[src/bst_pkg.sv]
// Package of constants and types for the bit set and bit test skip executor.
package bst_pkg;

  // ----------------------------------------------------------------------
  // Instruction fields
  // ----------------------------------------------------------------------
  localparam int unsigned OPC_MSB = 15;
  localparam int unsigned OPC_LSB = 12;
  localparam int unsigned BIT_MSB = 11;
  localparam int unsigned BIT_LSB = 9;
  localparam int unsigned ACC_POS = 8;
  localparam int unsigned FA_MSB = 7;
  localparam int unsigned FA_LSB = 0;
  localparam logic [3:0] OPC_SET_BIT = 4'h8;
  localparam logic [3:0] OPC_TEST_CLR = 4'hb;

  // ----------------------------------------------------------------------
  // Data memory layout
  // ----------------------------------------------------------------------
  localparam int unsigned DATA_AW = 14;
  localparam int unsigned BANK_W = 6;
  localparam logic [7:0] ACC_SPLIT = 8'h60;      // Access bank low part ends below this.
  localparam logic [7:0] IDX_LIMIT = 8'h5f;      // Highest offset that uses indexed mode.
  localparam logic [5:0] ACC_HI_BANK = 6'h3f;    // Bank that holds the upper access part.

  // ----------------------------------------------------------------------
  // Timing
  // ----------------------------------------------------------------------
  localparam logic [1:0] PH_DECODE = 2'h0;
  localparam logic [1:0] PH_READ = 2'h1;
  localparam logic [1:0] PH_PROCESS = 2'h2;
  localparam logic [1:0] PH_WRITE = 2'h3;
  localparam logic [7:0] DATA_RESET = 8'h00;

  typedef enum logic [1:0] {
    BST_OP_NONE,
    BST_OP_SET,
    BST_OP_TEST
  } bst_op_e;

  typedef enum {
    BST_ST_IDLE,
    BST_ST_EXEC,
    BST_ST_NOP
  } bst_state_e;

  // Classifies an instruction word; used by the acceptor and the executor.
  function automatic bst_op_e bst_op_of(input logic [15:0] word);
    case (word[OPC_MSB:OPC_LSB])
      OPC_SET_BIT: bst_op_of = BST_OP_SET;
      OPC_TEST_CLR: bst_op_of = BST_OP_TEST;
      default: bst_op_of = BST_OP_NONE;
    endcase
  endfunction

endpackage
[src/bst_addr.sv]
// Data memory address resolver for the bit-oriented instructions.
`timescale 1ns/10ps
module bst_addr
  import bst_pkg::*;
(
  // Instruction fields.
  input wire logic [7:0] file_addr,
  input wire logic access_bit,
  // Core context.
  input wire logic [bst_pkg::BANK_W-1:0] bank_sel,
  input wire logic ext_en,
  input wire logic [bst_pkg::DATA_AW-1:0] idx_base,
  // Result.
  output logic [bst_pkg::DATA_AW-1:0] data_addr,
  output logic indexed
);

  // ----------------------------------------------------------------------
  // Bank resolution
  // ----------------------------------------------------------------------
  // Indexed mode takes priority over the access bank, so it is checked first.
  always_comb
  begin
    indexed = ext_en && !access_bit && (file_addr <= IDX_LIMIT); // [RULE4]
    if (indexed)
    begin
      data_addr = idx_base + {6'h00, file_addr}; // [RULE4]
    end
    else if (access_bit)
    begin
      data_addr = {bank_sel, file_addr}; // [RULE3]
    end
    else if (file_addr < ACC_SPLIT)
    begin
      data_addr = {6'h00, file_addr}; // [RULE2]
    end
    else
    begin
      data_addr = {ACC_HI_BANK, file_addr}; // [RULE2]
    end
  end

endmodule

[src/bst_exec.sv]
// Executor for the bit set and bit test skip-if-clear instructions.
//
// Summary of operation
// [RULE1] Opcode 1000 bbba ffffffff sets bit b of the addressed register only.
// [RULE2] Access bit zero places the file address in the fixed access bank.
// [RULE3] Access bit one joins the bank select register with the file address.
// [RULE4] Extended set, access bit zero, address up to 95: indexed literal offset.
// [RULE5] Opcode 1011: read register, skip next instruction if bit clear; no flags.
// [RULE6] A skip discards the prefetched word and runs one no-operation cycle.
// [RULE7] Skipping a two-word instruction inserts two no-operation cycles.
// [RULE8] Skipping a three-word instruction inserts three no-operation cycles.
// [RULE9] Bit set: one word, decode, read, modify, write in four phases.
// [RULE10] Bit test: one word, read in phase two, test in three, never writes.
`timescale 1ns/10ps
module bst_exec
  import bst_pkg::*;
(
  // Clock, reset and clock enable.
  input wire logic clk,
  input wire logic nrst,
  input wire logic en,
  // Instruction handoff.
  input wire logic instr_valid,
  input wire logic [15:0] instr_word,
  output logic instr_ready,
  input wire logic [1:0] next_words,
  // Core context.
  input wire logic [bst_pkg::BANK_W-1:0] bank_sel,
  input wire logic ext_en,
  input wire logic [bst_pkg::DATA_AW-1:0] idx_base,
  // Data memory port.
  output logic [bst_pkg::DATA_AW-1:0] mem_addr,
  output logic mem_rd,
  input wire logic [7:0] mem_rdata,
  output logic mem_wr,
  output logic [7:0] mem_wdata,
  // Status.
  output logic [1:0] phase,
  output logic skip_nop,
  output logic instr_done,
  output logic bad_opcode
);
  import bst_pkg::*;

  bst_state_e state_q;
  logic [1:0] phase_q;
  logic [15:0] word_q;
  bst_op_e op_q;
  logic [DATA_AW-1:0] addr_q;
  logic [DATA_AW-1:0] addr_d;
  logic indexed_d;
  logic [7:0] rdata_q;
  logic [7:0] wdata_q;
  logic [7:0] bit_mask;
  logic skip_q;
  logic [1:0] nop_left_q;
  logic done_q;
  logic bad_q;
  logic take;
  logic last_phase;

  // ----------------------------------------------------------------------
  // Handoff
  // ----------------------------------------------------------------------
  // A new word is only taken between instructions; the fetch side must hold it.
  assign instr_ready = en && (state_q == BST_ST_IDLE);
  assign take = instr_ready && instr_valid;
  assign last_phase = (phase_q == PH_WRITE);
  assign phase = phase_q;

  // Address decode is combinational and captured in the decode phase.
  bst_addr i_bst_addr (
    .file_addr(word_q[FA_MSB:FA_LSB]),
    .access_bit(word_q[ACC_POS]),
    .bank_sel(bank_sel),
    .ext_en(ext_en),
    .idx_base(idx_base),
    .data_addr(addr_d),
    .indexed(indexed_d)
  );

  // One-hot mask of the selected bit, built bit by bit.
  generate
    for (genvar i = 0; i < 8; i++)
    begin : g_mask
      assign bit_mask[i] = (word_q[BIT_MSB:BIT_LSB] == 3'(i));
    end
  endgenerate

  // ----------------------------------------------------------------------
  // Sequencer
  // ----------------------------------------------------------------------
  // Phase counter and state advance together; the clock enable freezes both.
  always_ff @(posedge clk or negedge nrst)
  begin
    if (!nrst)
    begin
      state_q <= BST_ST_IDLE;
      phase_q <= PH_DECODE;
    end
    else if (en)
    begin
      case (state_q)
        BST_ST_IDLE:
        begin
          phase_q <= PH_DECODE;
          if (take && (bst_op_of(instr_word) != BST_OP_NONE))
          begin
            state_q <= BST_ST_EXEC;
          end
        end
        BST_ST_EXEC:
        begin
          phase_q <= phase_q + 2'h1; // [RULE9] [RULE10]
          if (last_phase)
          begin
            state_q <= skip_q ? BST_ST_NOP : BST_ST_IDLE; // [RULE5]
          end
        end
        BST_ST_NOP:
        begin
          phase_q <= phase_q + 2'h1;
          if (last_phase && (nop_left_q == 2'h1))
          begin
            state_q <= BST_ST_IDLE;
          end
        end
        default:
        begin
          state_q <= BST_ST_IDLE;
          phase_q <= PH_DECODE;
        end
      endcase
    end
  end

  // Instruction capture.
  always_ff @(posedge clk or negedge nrst)
  begin
    if (!nrst)
    begin
      word_q <= 16'h0000;
      op_q <= BST_OP_NONE;
    end
    else if (en && take)
    begin
      word_q <= instr_word;
      op_q <= bst_op_of(instr_word);
    end
  end

  // Address latched at decode so that a bank change mid-instruction has no effect.
  always_ff @(posedge clk or negedge nrst)
  begin
    if (!nrst)
    begin
      addr_q <= '0;
    end
    else if (en && (state_q == BST_ST_EXEC) && (phase_q == PH_DECODE))
    begin
      addr_q <= addr_d; // [RULE2] [RULE3] [RULE4]
    end
  end

  // ----------------------------------------------------------------------
  // Data path
  // ----------------------------------------------------------------------
  // Read data is sampled in the process phase, one cycle after the read strobe.
  always_ff @(posedge clk or negedge nrst)
  begin
    if (!nrst)
    begin
      rdata_q <= DATA_RESET;
      wdata_q <= DATA_RESET;
      skip_q <= 1'b0;
    end
    else if (en && (state_q == BST_ST_EXEC) && (phase_q == PH_PROCESS))
    begin
      rdata_q <= mem_rdata;
      wdata_q <= mem_rdata | bit_mask; // [RULE1]
      skip_q <= (op_q == BST_OP_TEST) && ((mem_rdata & bit_mask) == 8'h00); // [RULE5]
    end
  end

  // The follower length is taken at test time; zero is treated as one word.
  always_ff @(posedge clk or negedge nrst)
  begin
    if (!nrst)
    begin
      nop_left_q <= 2'h0;
    end
    else if (en)
    begin
      if ((state_q == BST_ST_EXEC) && (phase_q == PH_PROCESS))
      begin
        nop_left_q <= (next_words == 2'h0) ? 2'h1 : next_words; // [RULE6] [RULE7] [RULE8]
      end
      else if ((state_q == BST_ST_NOP) && last_phase)
      begin
        nop_left_q <= nop_left_q - 2'h1;
      end
    end
  end

  // Completion and refusal pulses, registered for clean timing.
  always_ff @(posedge clk or negedge nrst)
  begin
    if (!nrst)
    begin
      done_q <= 1'b0;
      bad_q <= 1'b0;
    end
    else if (en)
    begin
      done_q <= last_phase && (((state_q == BST_ST_EXEC) && !skip_q)
                || ((state_q == BST_ST_NOP) && (nop_left_q == 2'h1)));
      bad_q <= take && (bst_op_of(instr_word) == BST_OP_NONE);
    end
    else
    begin
      done_q <= 1'b0;
      bad_q <= 1'b0;
    end
  end

  // Strobes are gated by the enable so nothing repeats while frozen.
  assign mem_addr = addr_q;
  assign mem_rd = en && (state_q == BST_ST_EXEC) && (phase_q == PH_READ); // [RULE9] [RULE10]
  assign mem_wr = en && (state_q == BST_ST_EXEC) && last_phase && (op_q == BST_OP_SET); // [RULE9]
  assign mem_wdata = wdata_q;
  assign skip_nop = (state_q == BST_ST_NOP); // [RULE6]
  assign instr_done = done_q;
  assign bad_opcode = bad_q;

  // ----------------------------------------------------------------------
  // Checks
  // ----------------------------------------------------------------------
  logic ck_acc;
  logic ck_idx;
  logic ck_start;
  assign ck_acc = word_q[ACC_POS];
  assign ck_idx = ext_en && !ck_acc && (word_q[FA_MSB:FA_LSB] <= IDX_LIMIT);
  assign ck_start = (state_q == BST_ST_EXEC) && (phase_q == PH_DECODE) && en;
endmodule

[config.mk]
export PLATFORM = sky130hd
export DESIGN_NAME = bst_exec
export DESIGN_NICKNAME = d
export VERILOG_FILES = /design/src/bst_pkg.sv /design/src/bst_addr.sv /design/src/bst_exec.sv
export SDC_FILE = /design/constraint.sdc
export NUM_CORES = 1
export LEC_CHECK = 0
export BUFFER_PORTS_ARGS = -buffer_cell sky130_fd_sc_hd__buf_2
export CAP_MARGIN = 20
export CORE_MARGIN = 3
export CORE_UTILIZATION = 51
export DETAILED_ROUTE_END_ITERATION = 10
export PLACE_DENSITY_LB_ADDON = 0.1
export SLEW_MARGIN = 20
export SYNTH_ARGS = -nofsm -noshare
export SYNTH_HDL_FRONTEND = slang
export SYNTH_SLANG_ARGS = --single-unit
[constraint.sdc]
create_clock -name clk -period 2.65 [get_ports clk]
set_input_delay 0.1325 -clock clk [delete_from_list [all_inputs] [get_ports clk]]
set_output_delay 0.1325 -clock clk [all_outputs]
set_load 0.02 [all_outputs]
# == After elaboration in Yosys (flattened, before gate mapping) ==
# Index checks and enable logic that the tools add are counted.
# word_totals
reg_bits,75
input_bits,51
output_inout_bits,30
# classes
add_sub_neg,3
n_lt_le_gt_ge,2
eq_ne,22
n_mux,18
bitwise_logic,2
n_reduce_logical,35
# ops
operator,n
32-bit two-way mux,3
32-bit one-hot mux with 3 select lines,1
32-bit by 2-bit equality test with 1-bit output (second input constant),2
32-bit zero test,2
14-bit two-way mux,3
32-bit by 1-bit equality test with 1-bit output (second input constant),1
32-bit by 3-bit equality test with 1-bit output (second input constant),1
1-bit logical AND,20
2-bit two-way mux,8
14-bit by 8-bit adder with 14-bit output,1
3-bit equality test (second input constant),4
8-bit bitwise AND,1
4-bit equality test (second input constant),2
8-bit by 7-bit <= comparator with 1-bit output (second input constant),1
8-bit zero test,1
8-bit by 7-bit less-than comparator with 1-bit output (second input constant),1
8-bit bitwise OR,1
2-bit by 1-bit equality test with 1-bit output (second input constant),3
2-bit equality test (second input constant),3
3-bit by 2-bit equality test with 1-bit output (second input constant),2
2-bit zero test,3
2-bit != test (second input constant),3
2-bit one-hot mux with 2 select lines,1
4-bit AND reduction,1
10 further kinds,13

# == Logic depth before layout (Yosys ltp) ==
# Gate-level depths: netlist (run 1).
# logic_depth
ltp_word,8
depth_mapped,8
ltp_nobuf,7

# == Hierarchy ==
# From an unflattened synthesis (run 1), not the netlist that was laid out.
# unflattened
hier_cells,266
area_unflattened_um2,2757.6
# modules_own_cells
mod,n_inst,cells_per_inst,area_per_inst_um2
bst_exec,1,173,2085.8
bst_addr,1,93,671.9

# == Worst setup path after synthesis (run 1) ==
# Ideal clock, no wire load.
# synth_timing
kind,flip-flop to flip-flop
startpoint,reg word_q[0]
endpoint,"reg addr_q[8], in the netlist mem_addr[8]"
t_arrival_ns,1.871
t_required_ns,2.525
setup_slack_ns,0.654
stages_incl_launch_ff,8
path_buffers,0
path_cell_list,dfrtp_1 -> ha_1 -> fa_1 -> a211oi_1 -> nor3_1 -> nor3_1 -> o32ai_1 -> mux2_2
# synth_via
elab_chain_len,4
elab_cells_between_ends,7
cone_classes,add/sub (1); order compare (2); mux (3); reduce/logical (1)
# synth_lines
element,line,source
"start, declared",bst_exec.sv:47,logic [15:0] word_q;
"start signal, assigned",bst_exec.sv:147,word_q <= instr_word;
8-bit by 7-bit less-than comparator with 1-bit output,bst_addr.sv:33,else if (file_addr < ACC_SPLIT)
14-bit two-way mux,bst_addr.sv:33,
14-bit two-way mux,bst_addr.sv:29,else if (access_bit)
14-bit two-way mux *,bst_addr.sv:25,if (indexed)
"end signal, assigned",bst_exec.sv:161,addr_q <= addr_d;
"end, declared",bst_exec.sv:49,logic [DATA_AW-1:0] addr_q;
# Mark *: on every way between the ends. The rest lies on a longest branch, timed or not.
# A chain may end at the register's enable or synchronous reset.

# == Worst setup path in the final report (run 1) ==
# Same ends and word-level chain as after synthesis.

==> results of run 1 <==
-- where the power goes --
| part | total, uW | switching [uW] | internal (uW) |
|---|---|---|---|
| Sequential | 1230 | 251 | 982 |
| Clock | 437 | 245 | 192 |
| Combinational | 1770 | 986 | 786 |
| Total | 3440 | 1480 | 1960 |
-- routing by layer --
metal  vias to the layer above  share of wire  track usage
met5                         -              0            0
met3                         5          0.062       0.0424
met2                        57           0.45        0.302
met1                       982           0.48        0.269
li1                       1125              -            -
met4                         0          0.010       0.0577
-- Yosys cell counts (all sizes together) (2+ instances only) --
library cell | number | share of area
dfrtp | 45 | 0.43
nand2 | 30 | 0.043
o21ai | 28 | 0.053
a21oi | 19 | 0.036
ha | 17 | 0.080
mux2 | 16 | 0.068
nand3 | 10 | 0.019
nor2b | 10 | 0.024
clkbuf | 9 | 0.013
inv | 9 | 0.013
mux2i | 9 | 0.034
nor2 | 9 | 0.013
xnor2 | 7 | 0.023
a31oi | 6 | 0.014
nor3 | 6 | 0.011
xor2 | 5 | 0.017
a21o | 4 | 0.011
a211oi | 3 | 0.010
a311oi | 3 | 0.0099
buf | 3 | 0.0057
and3 | 2 | 0.0052
o211ai | 2 | 0.0057
-- logic make-up after synthesis --
group           synth area share
flops                      0.425
compound gates             0.187
mux                        0.102
xor+xnor                  0.0397
fa+ha+maj                 0.0879
simple gates               0.127
buf+inv                   0.0312
-- worst paths after layout --
path / start / endpoint / slack [ps] / cells after the start
worst max-delay path: word_q[0] / mem_addr[8] / 490 / 7
worst min-delay path: nrst / mem_addr[9] / -20 / 1
worst max register to register: word_q[0] / mem_addr[8] / 490 / 7
worst min register to register: mem_wdata[4] / mem_wdata[4] / 480 / 2
max in group asynchronous: nrst / mem_addr[8] / 2070 / 1
min in group clk: instr_word[10] / word_q[10] / 60 / 2
-- state kept, by name (all words and copies together), names as in the netlist --
register / flops
state_q: 2
nop_left_q: 2
word_q: 12
mem_wdata: 8
bad_opcode: 1
phase: 2
instr_done: 1
mem_addr: 14
op_q: 2
skip_q: 1
-- area by class of cell --
type                            count  area (um^2)  share of cell area
Multi-Input combinational cell    204         1440               0.448
Sequential cell                    45         1130               0.350
Timing Repair Buffer               85          438               0.136
Tap cell                           67         83.8              0.0261
Clock buffer                        5         68.8              0.0214
Inverter                            9         33.8              0.0105
Clock inverter                      3         25.0             0.00779
-- stage by stage --
step | utilization | power (uW) | std cells
after floorplan | - | 2520 | 270
after global placement | 0.639 | 2990 | 410
after detailed placement | 0.639 | 3030 | 410
after CTS | 0.659 | 3490 | 418
after global routing | 0.659 | 3760 | 418
final | 0.659 | 3440 | 418
==> flow_metrics.py, run 1 <==
metrics = {
    "place": {
        "gp_congestion": 0.803,
        "placed_area_um2": 3120,
        "post-place-ws_ps": 507,
        "dp_hpwl_um": 4280,
        "io_buffer_count": 80,
    },
    "critical_path": {
        "worstPathMaxFanout": 4,
        "slowest_stage": "fa_1",
        "worstPathCellList": "ha_1 -> fa_1 -> a211oi_1 -> nor3_1 -> nor3_1 -> o32ai_1 -> mux2_2",
        "crit_type": "reg2reg",
        "worstSetupEndpointType": "flop",
        "critical-path-top-delay-family": "adder cells",
        "critPathRequiredTime_ps": 2840,
        "arrival_ps": 2350,
        "crit_top_cell": "nor3_1",
        "crit_path_max_incr_delay_ps": 430,
        "start_kind": "flop",
        "crit_buf_inv": 0,
    },
    "finish": {
        "final_cell_area_um2": 3210,
        "nFillCells": 420,
        "layout.cells.most_common_list": "buf_2 (80), dfrtp_1 (45), nand2_1 (30), o21ai_0 (28), a21oi_1 (19)",
        "final_nets": 419,
        "n_antenna_cell": 0,
        "area_delta_synth_final_pct": 21.4,
        "drive_gt1_frac": 0.325,
        "layout_commonest_cell": "buf_2",
    },
    "power": {
        "pwr_density_cell_nw_per_um2": 1070,
        "p_leak_uw": 0.00161,
        "ir_drop_uv": 568,
    },
    "route": {
        "via_count": 2169,
        "drc": 0,
        "postRouteAntennaNets": 0,
        "vias_per_cell": 5.19,
        "drtIter0Drc": 76,
        "wl_per_cell_um": 13.3,
        "drt_first_pass_iters": 4,
        "routed_wl_um": 5560,
    },
    "sta": {
        "hold_viol": 37,
        "tightest_slew_ps": 956,
        "timing.final.ws_setup_ps": 486,
        "skew_ps": 5.63,
        "fmax_ghz": 0.462,
        "setup_viol": 0,
        "period_minus_slack_ps": 2160,
        "finalCritPeriodShare": 0.817,
        "slew_headroom": 0.363,
        "setup_tns_ps": 0,
        "slew_violations": 0,
        "timing.hold.ws_ps": -22.6,
        "rsz0062_at_grt": "false",
    },
    "yosys": {
        "ys_seq_elements": 45,
        "syn_inst": 270,
        "ys.flop_type": "dfrtp_1",
        "netlist_area_um2": 2650,
        "synth.distinct_cells": 42,
        "yosys_warnings": 0,
        "syn_avg_cell_area_um2": 9.81,
        "synth_nets": 339,
        "postSynth.asyncResetShare": 1.00,
        "synth-edff-count": 0,
        "seq_area_frac_synth": 0.425,
    },
    "floorplanning": {
        "core_area_um2": 4880,
        "rows": 25,
        "die_area_um2": 6090,
        "die_w_um": 78.1,
        "start_util": 0.543,
        "die_h_um": 78.1,
        "io_pins": 81,
    },
    "clocking": {
        "ctsHoldBuffers": 0,
        "cts_setup_buffers": 0,
        "cts_tree": "yes",
        "numCtsBuffers": 5,
        "path_clk_slew_ps": 90,
        "htree_levels": 2,
        "cts_max_path_buffers": 2,
        "cts_resized": 0,
        "cts_sinks": 45,
        "clock_latency_ps": 300,
        "root_buffer": "clkbuf_8",
    },
    "run": {
        "maxCapViolCount": 0,
    },
    "outcome": {
        "violations": "negative hold slack",
        "status": "finished, violations left",
    },
    "grt": {
        "grt_max_degree": 46,
        "grt_pass1_wl_um": 9430,
        "grt_usage": 0.193,
        "antenna_found_initial": 0,
        "grt_pass1_vias": 2058,
        "gr-total-overflow": 0,
    },
    "worst_hold_path": {
        "min-delay-path-class": "in2async",
    },
}
Power figures use the tool's default switching activity.
==> run 2: changes to the inputs <==
Clock period 2.65 ns to 2.2 ns, I/O delays scaled along.
==> run 2 against run 1 <==
- wire length grew 6.9%
- register-to-register slack got worse by 330 ps
- combinational power rose by 24%
- largest power group unchanged
- hold slack improved by 59 ps
- first-iteration DRC count shrank 16%
- the flow now finishes without violations
- highest routed layer unchanged
- worst setup slack worse by 330 ps
==> flow_metrics.py, run 2 (same netlist as run 1, synthesis figures left out) <==
metrics = {
    "grt": {
        "antenna_found_initial": 0,
        "grt_pass1_wl_um": 9940,
        "gr-total-overflow": 0,
        "grt_usage": 0.204,
        "grt_max_degree": 23,
        "grt_pass1_vias": 2135,
    },
    "finish": {
        "area_delta_synth_final_pct": 23.6,
        "final_nets": 424,
        "n_antenna_cell": 0,
        "drive_gt1_frac": 0.335,
        "largest_reg_flops": 14,
        "layout_commonest_cell": "buf_2",
        "layout.cells.most_common_list": "buf_2 (80), dfrtp_1 (45), nand2_1 (30), o21ai_0 (28), a21oi_1 (19)",
    },
    "sta": {
        "timing.final.ws_setup_ps": 152,
        "tightest_slew_ps": 427,
        "period_minus_slack_ps": 2050,
        "slew_violations": 0,
        "fmax_ghz": 0.488,
        "setup_viol": 0,
        "setup_tns_ps": 0,
        "rsz0062_at_grt": "false",
        "timing.hold.ws_ps": 36.7,
        "slew_headroom": 0.713,
        "skew_ps": 6.22,
        "hold_viol": 0,
        "finalCritPeriodShare": 0.931,
    },
    "clocking": {
        "clock_latency_ps": 300,
        "numCtsBuffers": 5,
        "root_buffer": "clkbuf_8",
        "htree_levels": 2,
        "cts_tree": "yes",
        "path_clk_slew_ps": 90,
        "cts_max_path_buffers": 2,
        "cts_sinks": 45,
    },
    "worst_hold_path": {
        "hold_start": "instr_word[8]",
        "min_path_cells": 2,
        "min-delay-path-class": "in2reg",
        "worstHoldEndpoint": "word_q[8]",
    },
    "place": {
        "io_buffer_count": 80,
        "post-place-ws_ps": 58.8,
        "dp_hpwl_um": 4520,
        "gp_congestion": 0.828,
    },
    "power": {
        "p_leak_uw": 0.00164,
        "pwr_density_cell_nw_per_um2": 1310,
        "ir_drop_uv": 726,
    },
    "floorplanning": {
        "rows": 25,
        "die_h_um": 78.1,
        "io_pins": 81,
        "core_area_um2": 4880,
        "die_w_um": 78.1,
        "start_util": 0.543,
        "die_area_um2": 6090,
    },
    "route": {
        "postRouteAntennaNets": 0,
        "drtIter0Drc": 64,
        "drt_first_pass_iters": 4,
        "drc": 0,
        "via_count": 2225,
        "vias_per_cell": 5.27,
        "routed_wl_um": 5940,
        "wl_per_cell_um": 14.1,
    },
    "critical_path": {
        "slowest_stage": "dfrtp_1",
        "worstPathMaxFanout": 4,
        "critical-path-top-delay-family": "adder cells",
        "r2r_end": "mem_addr[8]",
        "crit_type": "reg2reg",
        "start_kind": "flop",
        "worstPathCellList": "ha_1 -> fa_2 -> a211oi_2 -> nor3_1 -> nor3_1 -> o32ai_1 -> mux2_2",
        "r2r_setup_slack_ps": 150,
        "r2r_start": "word_q[0]",
        "crit_top_cell": "nor3_1",
        "reg2regPathDepth": 7,
        "critPathRequiredTime_ps": 2390,
        "crit_buf_inv": 0,
        "worstSetupEndpointType": "flop",
        "crit_path_max_incr_delay_ps": 400,
        "arrival_ps": 2240,
    },
    "run": {
        "maxCapViolCount": 0,
    },
    "outcome": {
        "status": "complete, no violations",
    },
}
==> run 2: changes by cell type in the layout (fill, tap and decap cells not counted) <==
cell           previous run  this run
buf_4                     5         9
a211oi_2                  1         2
fa_2                      0         1
clkinvlp_4                1         0
a211oi_1                  2         1
fa_1                      1         0
inv_6                     2         0
bufinv_16                 0         1
dlygate4sd3_1             0         1
clkinv_2                  0         1
==> run 2: repair_timing <==
item / 4_1_cts / 5_1_grt
hold buffers: 1 / 0
buffers inserted: 0 / 0
endpoints found under the setup margin: 0 / 3
gates resized for setup: 0 / 2
hold endpoints to repair: 11 / 0
==> run 2: layer usage <==
metal / up-vias / share of wire / global-route usage
li1: 1135 / - / -
met1: 1015 / 0.47 / 0.281
met2: 67 / 0.46 / 0.321
met3: 8 / 0.065 / 0.0493
met4: 0 / 0.0096 / 0.0577
met5: - / 0 / 0
==> run 2: layout make-up <==
class | instances | area (um^2)
Sequential cell | 45 | 1130
Fill cell | 419 | 1610
Clock buffer | 5 | 68.8
Tap cell | 67 | 83.8
Timing Repair Buffer | 90 | 478
Inverter | 9 | 33.8
Multi-Input combinational cell | 204 | 1450
Clock inverter | 2 | 35.0
==> run 2: worst reg2reg max path, stage by stage (launching register included) <==
cell      delay, ps
dfrtp_1         400
ha_1            240
fa_2            400
a211oi_2        230
nor3_1          120
nor3_1          180
o32ai_1         100
mux2_2          270
==> run 2: worst max-delay path by stage <==
stage | startpoint | endpoint | slack, ps | cells after the start
global route | word_q[0] | mem_addr[8] | 30 | 7
detailed placement | word_q[0] | mem_addr[8] | 60 | 7
global placement | word_q[0] | mem_addr[8] | 100 | 7
finish | word_q[0] | mem_addr[8] | 150 | 7
floorplan | word_q[0] | mem_addr[8] | 200 | 7
CTS | word_q[0] | mem_addr[8] | 20 | 7
==> run 2: power by group <==
group / switching [uW] / total, uW / internal (uW) / leakage, uW
clock network: 280 / 610 / 330 / 0.0000540
registers: 306 / 1490 / 1180 / 0.000560
logic: 1220 / 2200 / 975 / 0.00103
==> run 2: through the flow <==
stage,std cells,total power (uW),cell area [um^2],utilization
2_1_floorplan,270,3040,2650,-
3_3_place_gp,414,3610,3150,0.646
3_5_place_dp,414,3670,3150,0.646
4_1_cts,422,4310,3260,0.669
5_1_grt,422,4650,3270,0.671
6_report,422,4300,3270,0.671
==> run 3: changes to the inputs <==
==> constraint.sdc (replaced) <==
create_clock -name clk -period 1.9 [get_ports clk]
set_input_delay 0.095 -clock clk [delete_from_list [all_inputs] [get_ports clk]]
set_output_delay 0.095 -clock clk [all_outputs]
set_load 0.05 [all_outputs]
==> run 3 against run 2 <==
- the run now ends with negative setup slack left
- global-route usage about the same
- non-clock buffer count rose by 11
- design area up 5.5%
- final cell count increased by 2.6%
- count of clock-buffer cells in the layout did not move
- sequential share of layout area is 1.8 points lower
==> flow_metrics.py, run 3 (same netlist as run 1, synthesis figures left out) <==
metrics = {
    "power": {
        "p_leak_uw": 0.00171,
        "pwr_density_cell_nw_per_um2": 1690,
        "seqPwrFrac": 0.294,
        "power.internal_uw": 3110,
        "combinationalPowerShare": 0.586,
        "p_switching_uw": 2710,
        "switching_share": 0.466,
        "clkPwrFrac": 0.120,
        "ir_drop_uv": 1120,
    },
    "place": {
        "io_buffer_count": 80,
        "placed_area_um2": 3280,
        "place_inst": 425,
        "dp_hpwl_um": 4530,
        "gp_congestion": 0.842,
    },
    "clocking": {
        "root_buffer": "clkbuf_8",
        "numCtsBuffers": 5,
        "htree_levels": 2,
        "cts_max_path_buffers": 2,
        "cts_sinks": 45,
        "cts_tree": "yes",
        "path_clk_slew_ps": 90,
        "cts_setup_buffers": 0,
        "clock_latency_ps": 290,
    },
    "floorplanning": {
        "die_h_um": 78.1,
        "die_area_um2": 6090,
        "io_pins": 81,
        "rows": 25,
        "start_util": 0.543,
        "core_area_um2": 4880,
        "die_w_um": 78.1,
    },
    "critical_path": {
        "worstSetupEndpointType": "flop",
        "r2r_start": "word_q[0]",
        "worstPathMaxFanout": 4,
        "arrival_ps": 2170,
        "reg2regPathDepth": 7,
        "crit_buf_inv": 0,
        "worstPathCellList": "ha_2 -> fa_2 -> a211oi_2 -> nor3_2 -> nor3_1 -> o32ai_1 -> mux2_2",
        "critical_path_depth": 7,
        "r2r_setup_slack_ps": -90,
        "crit_path_max_incr_delay_ps": 390,
        "crit_type": "reg2reg",
        "r2r_end": "mem_addr[8]",
        "critical-path-top-delay-family": "adder cells",
        "critPathRequiredTime_ps": 2080,
        "slowest_stage": "dfrtp_1",
        "start_kind": "flop",
    },
    "outcome": {
        "violations": "negative setup slack",
        "status": "finished, violations left",
    },
    "sta": {
        "setup_viol": 1,
        "rsz0062_at_grt": "true",
        "slew_violations": 0,
        "tightest_slew_ps": 435,
        "fmax_ghz": 0.504,
        "timing.hold.ws_ps": 25.2,
        "finalCritPeriodShare": 1.04,
        "setup_tns_ps": -85.3,
        "period_minus_slack_ps": 1990,
        "skew_ps": 5.15,
        "slew_headroom": 0.707,
        "hold_viol": 0,
        "timing.final.ws_setup_ps": -85.3,
    },
    "grt": {
        "grt_usage": 0.204,
        "grt_pass1_wl_um": 10200,
        "grt_pass1_vias": 2249,
        "antenna_found_initial": 0,
        "gr-total-overflow": 0,
        "grt_max_degree": 31,
    },
    "finish": {
        "area_delta_synth_final_pct": 30.4,
        "fin_util": 0.708,
        "drive_gt1_frac": 0.385,
        "multi_input_area_um2": 1520,
        "final_nets": 435,
        "layout_commonest_cell": "buf_2",
        "n_antenna_cell": 0,
        "layout.cells.most_common_list": "buf_2 (80), dfrtp_1 (45), nand2_1 (30), o21ai_0 (27), buf_4 (18)",
        "fin_cells": 433,
        "largest_reg_flops": 14,
        "nFillCells": 417,
        "final_cell_area_um2": 3450,
        "regArea_um2": 1130,
    },
    "worst_hold_path": {
        "min-delay-path-class": "in2reg",
        "worstHoldEndpoint": "word_q[10]",
        "hold_start": "instr_word[10]",
        "min_path_cells": 2,
    },
    "run": {
        "maxCapViolCount": 0,
    },
    "route": {
        "vias_per_cell": 5.24,
        "postRouteAntennaNets": 0,
        "via_count": 2269,
        "wl_per_cell_um": 13.7,
        "drtIter0Drc": 72,
        "routed_wl_um": 5930,
        "drc": 0,
        "drt_first_pass_iters": 4,
    },
}
==> run 3: cell count changes in the layout (fill, tap and decap cells not counted), moves of 2 or more <==
cell / change
buf_4: +9
ha_1: -6
ha_4: +4
a21oi_1: -2
a21oi_2: +2
buf_12: +2
ha_2: +2
==> run 3: layout make-up <==
type	count	area share
Multi-Input combinational cell	204	0.440
Timing Repair Buffer	101	0.170
Tap cell	67	0.0243
Clock buffer	5	0.0199
Clock inverter	2	0.0101
Inverter	9	0.00978
Sequential cell	45	0.326
==> run 3: worst max-delay path by stage <==
stage | start | to | slack [ps]
CTS | word_q[0] | mem_addr[8] | -100
global placement | word_q[0] | mem_addr[8] | -100
global route | word_q[0] | mem_addr[8] | -190
floorplan | word_q[0] | mem_addr[8] | -50
detailed placement | word_q[0] | mem_addr[8] | -110
finish | word_q[0] | mem_addr[8] | -90
==> run 3: stage by stage <==
stage               setup slack, ps  total power (uW)
floorplan                     -48.9              4110
global placement               -104              4980
detailed placement             -106              5040
CTS                           -97.2              5820
global route                   -191              6260
finish                        -85.3              5820
==> run 3: per-layer routing <==
layer,part of all wire,vias to the layer above,GRT usage,routed length (um)
met1,0.49,1050,0.280,2880
met3,0.047,9,0.0321,278
met4,0.014,0,0.0664,84
met5,0,-,0,0
met2,0.45,52,0.332,2690
li1,-,1158,-,-
==> run 3: repair_timing <==
item / CTS / global route
pin swaps: 2 / 6
resized for setup: 5 / 6
endpoints found under the hold margin: 12 / 0
setup endpoints to repair: 4 / 8
hold buffers: 1 / 0
==> run 3: power groups by stage <==
stage	Clock [uW]	Combinational (uW)	Sequential, uW
final	701	3410	1710
after global routing	751	3720	1780
after CTS	717	3390	1710
after detailed placement	0	3320	1720
after global placement	0	3280	1700
after floorplan	0	1660	2440
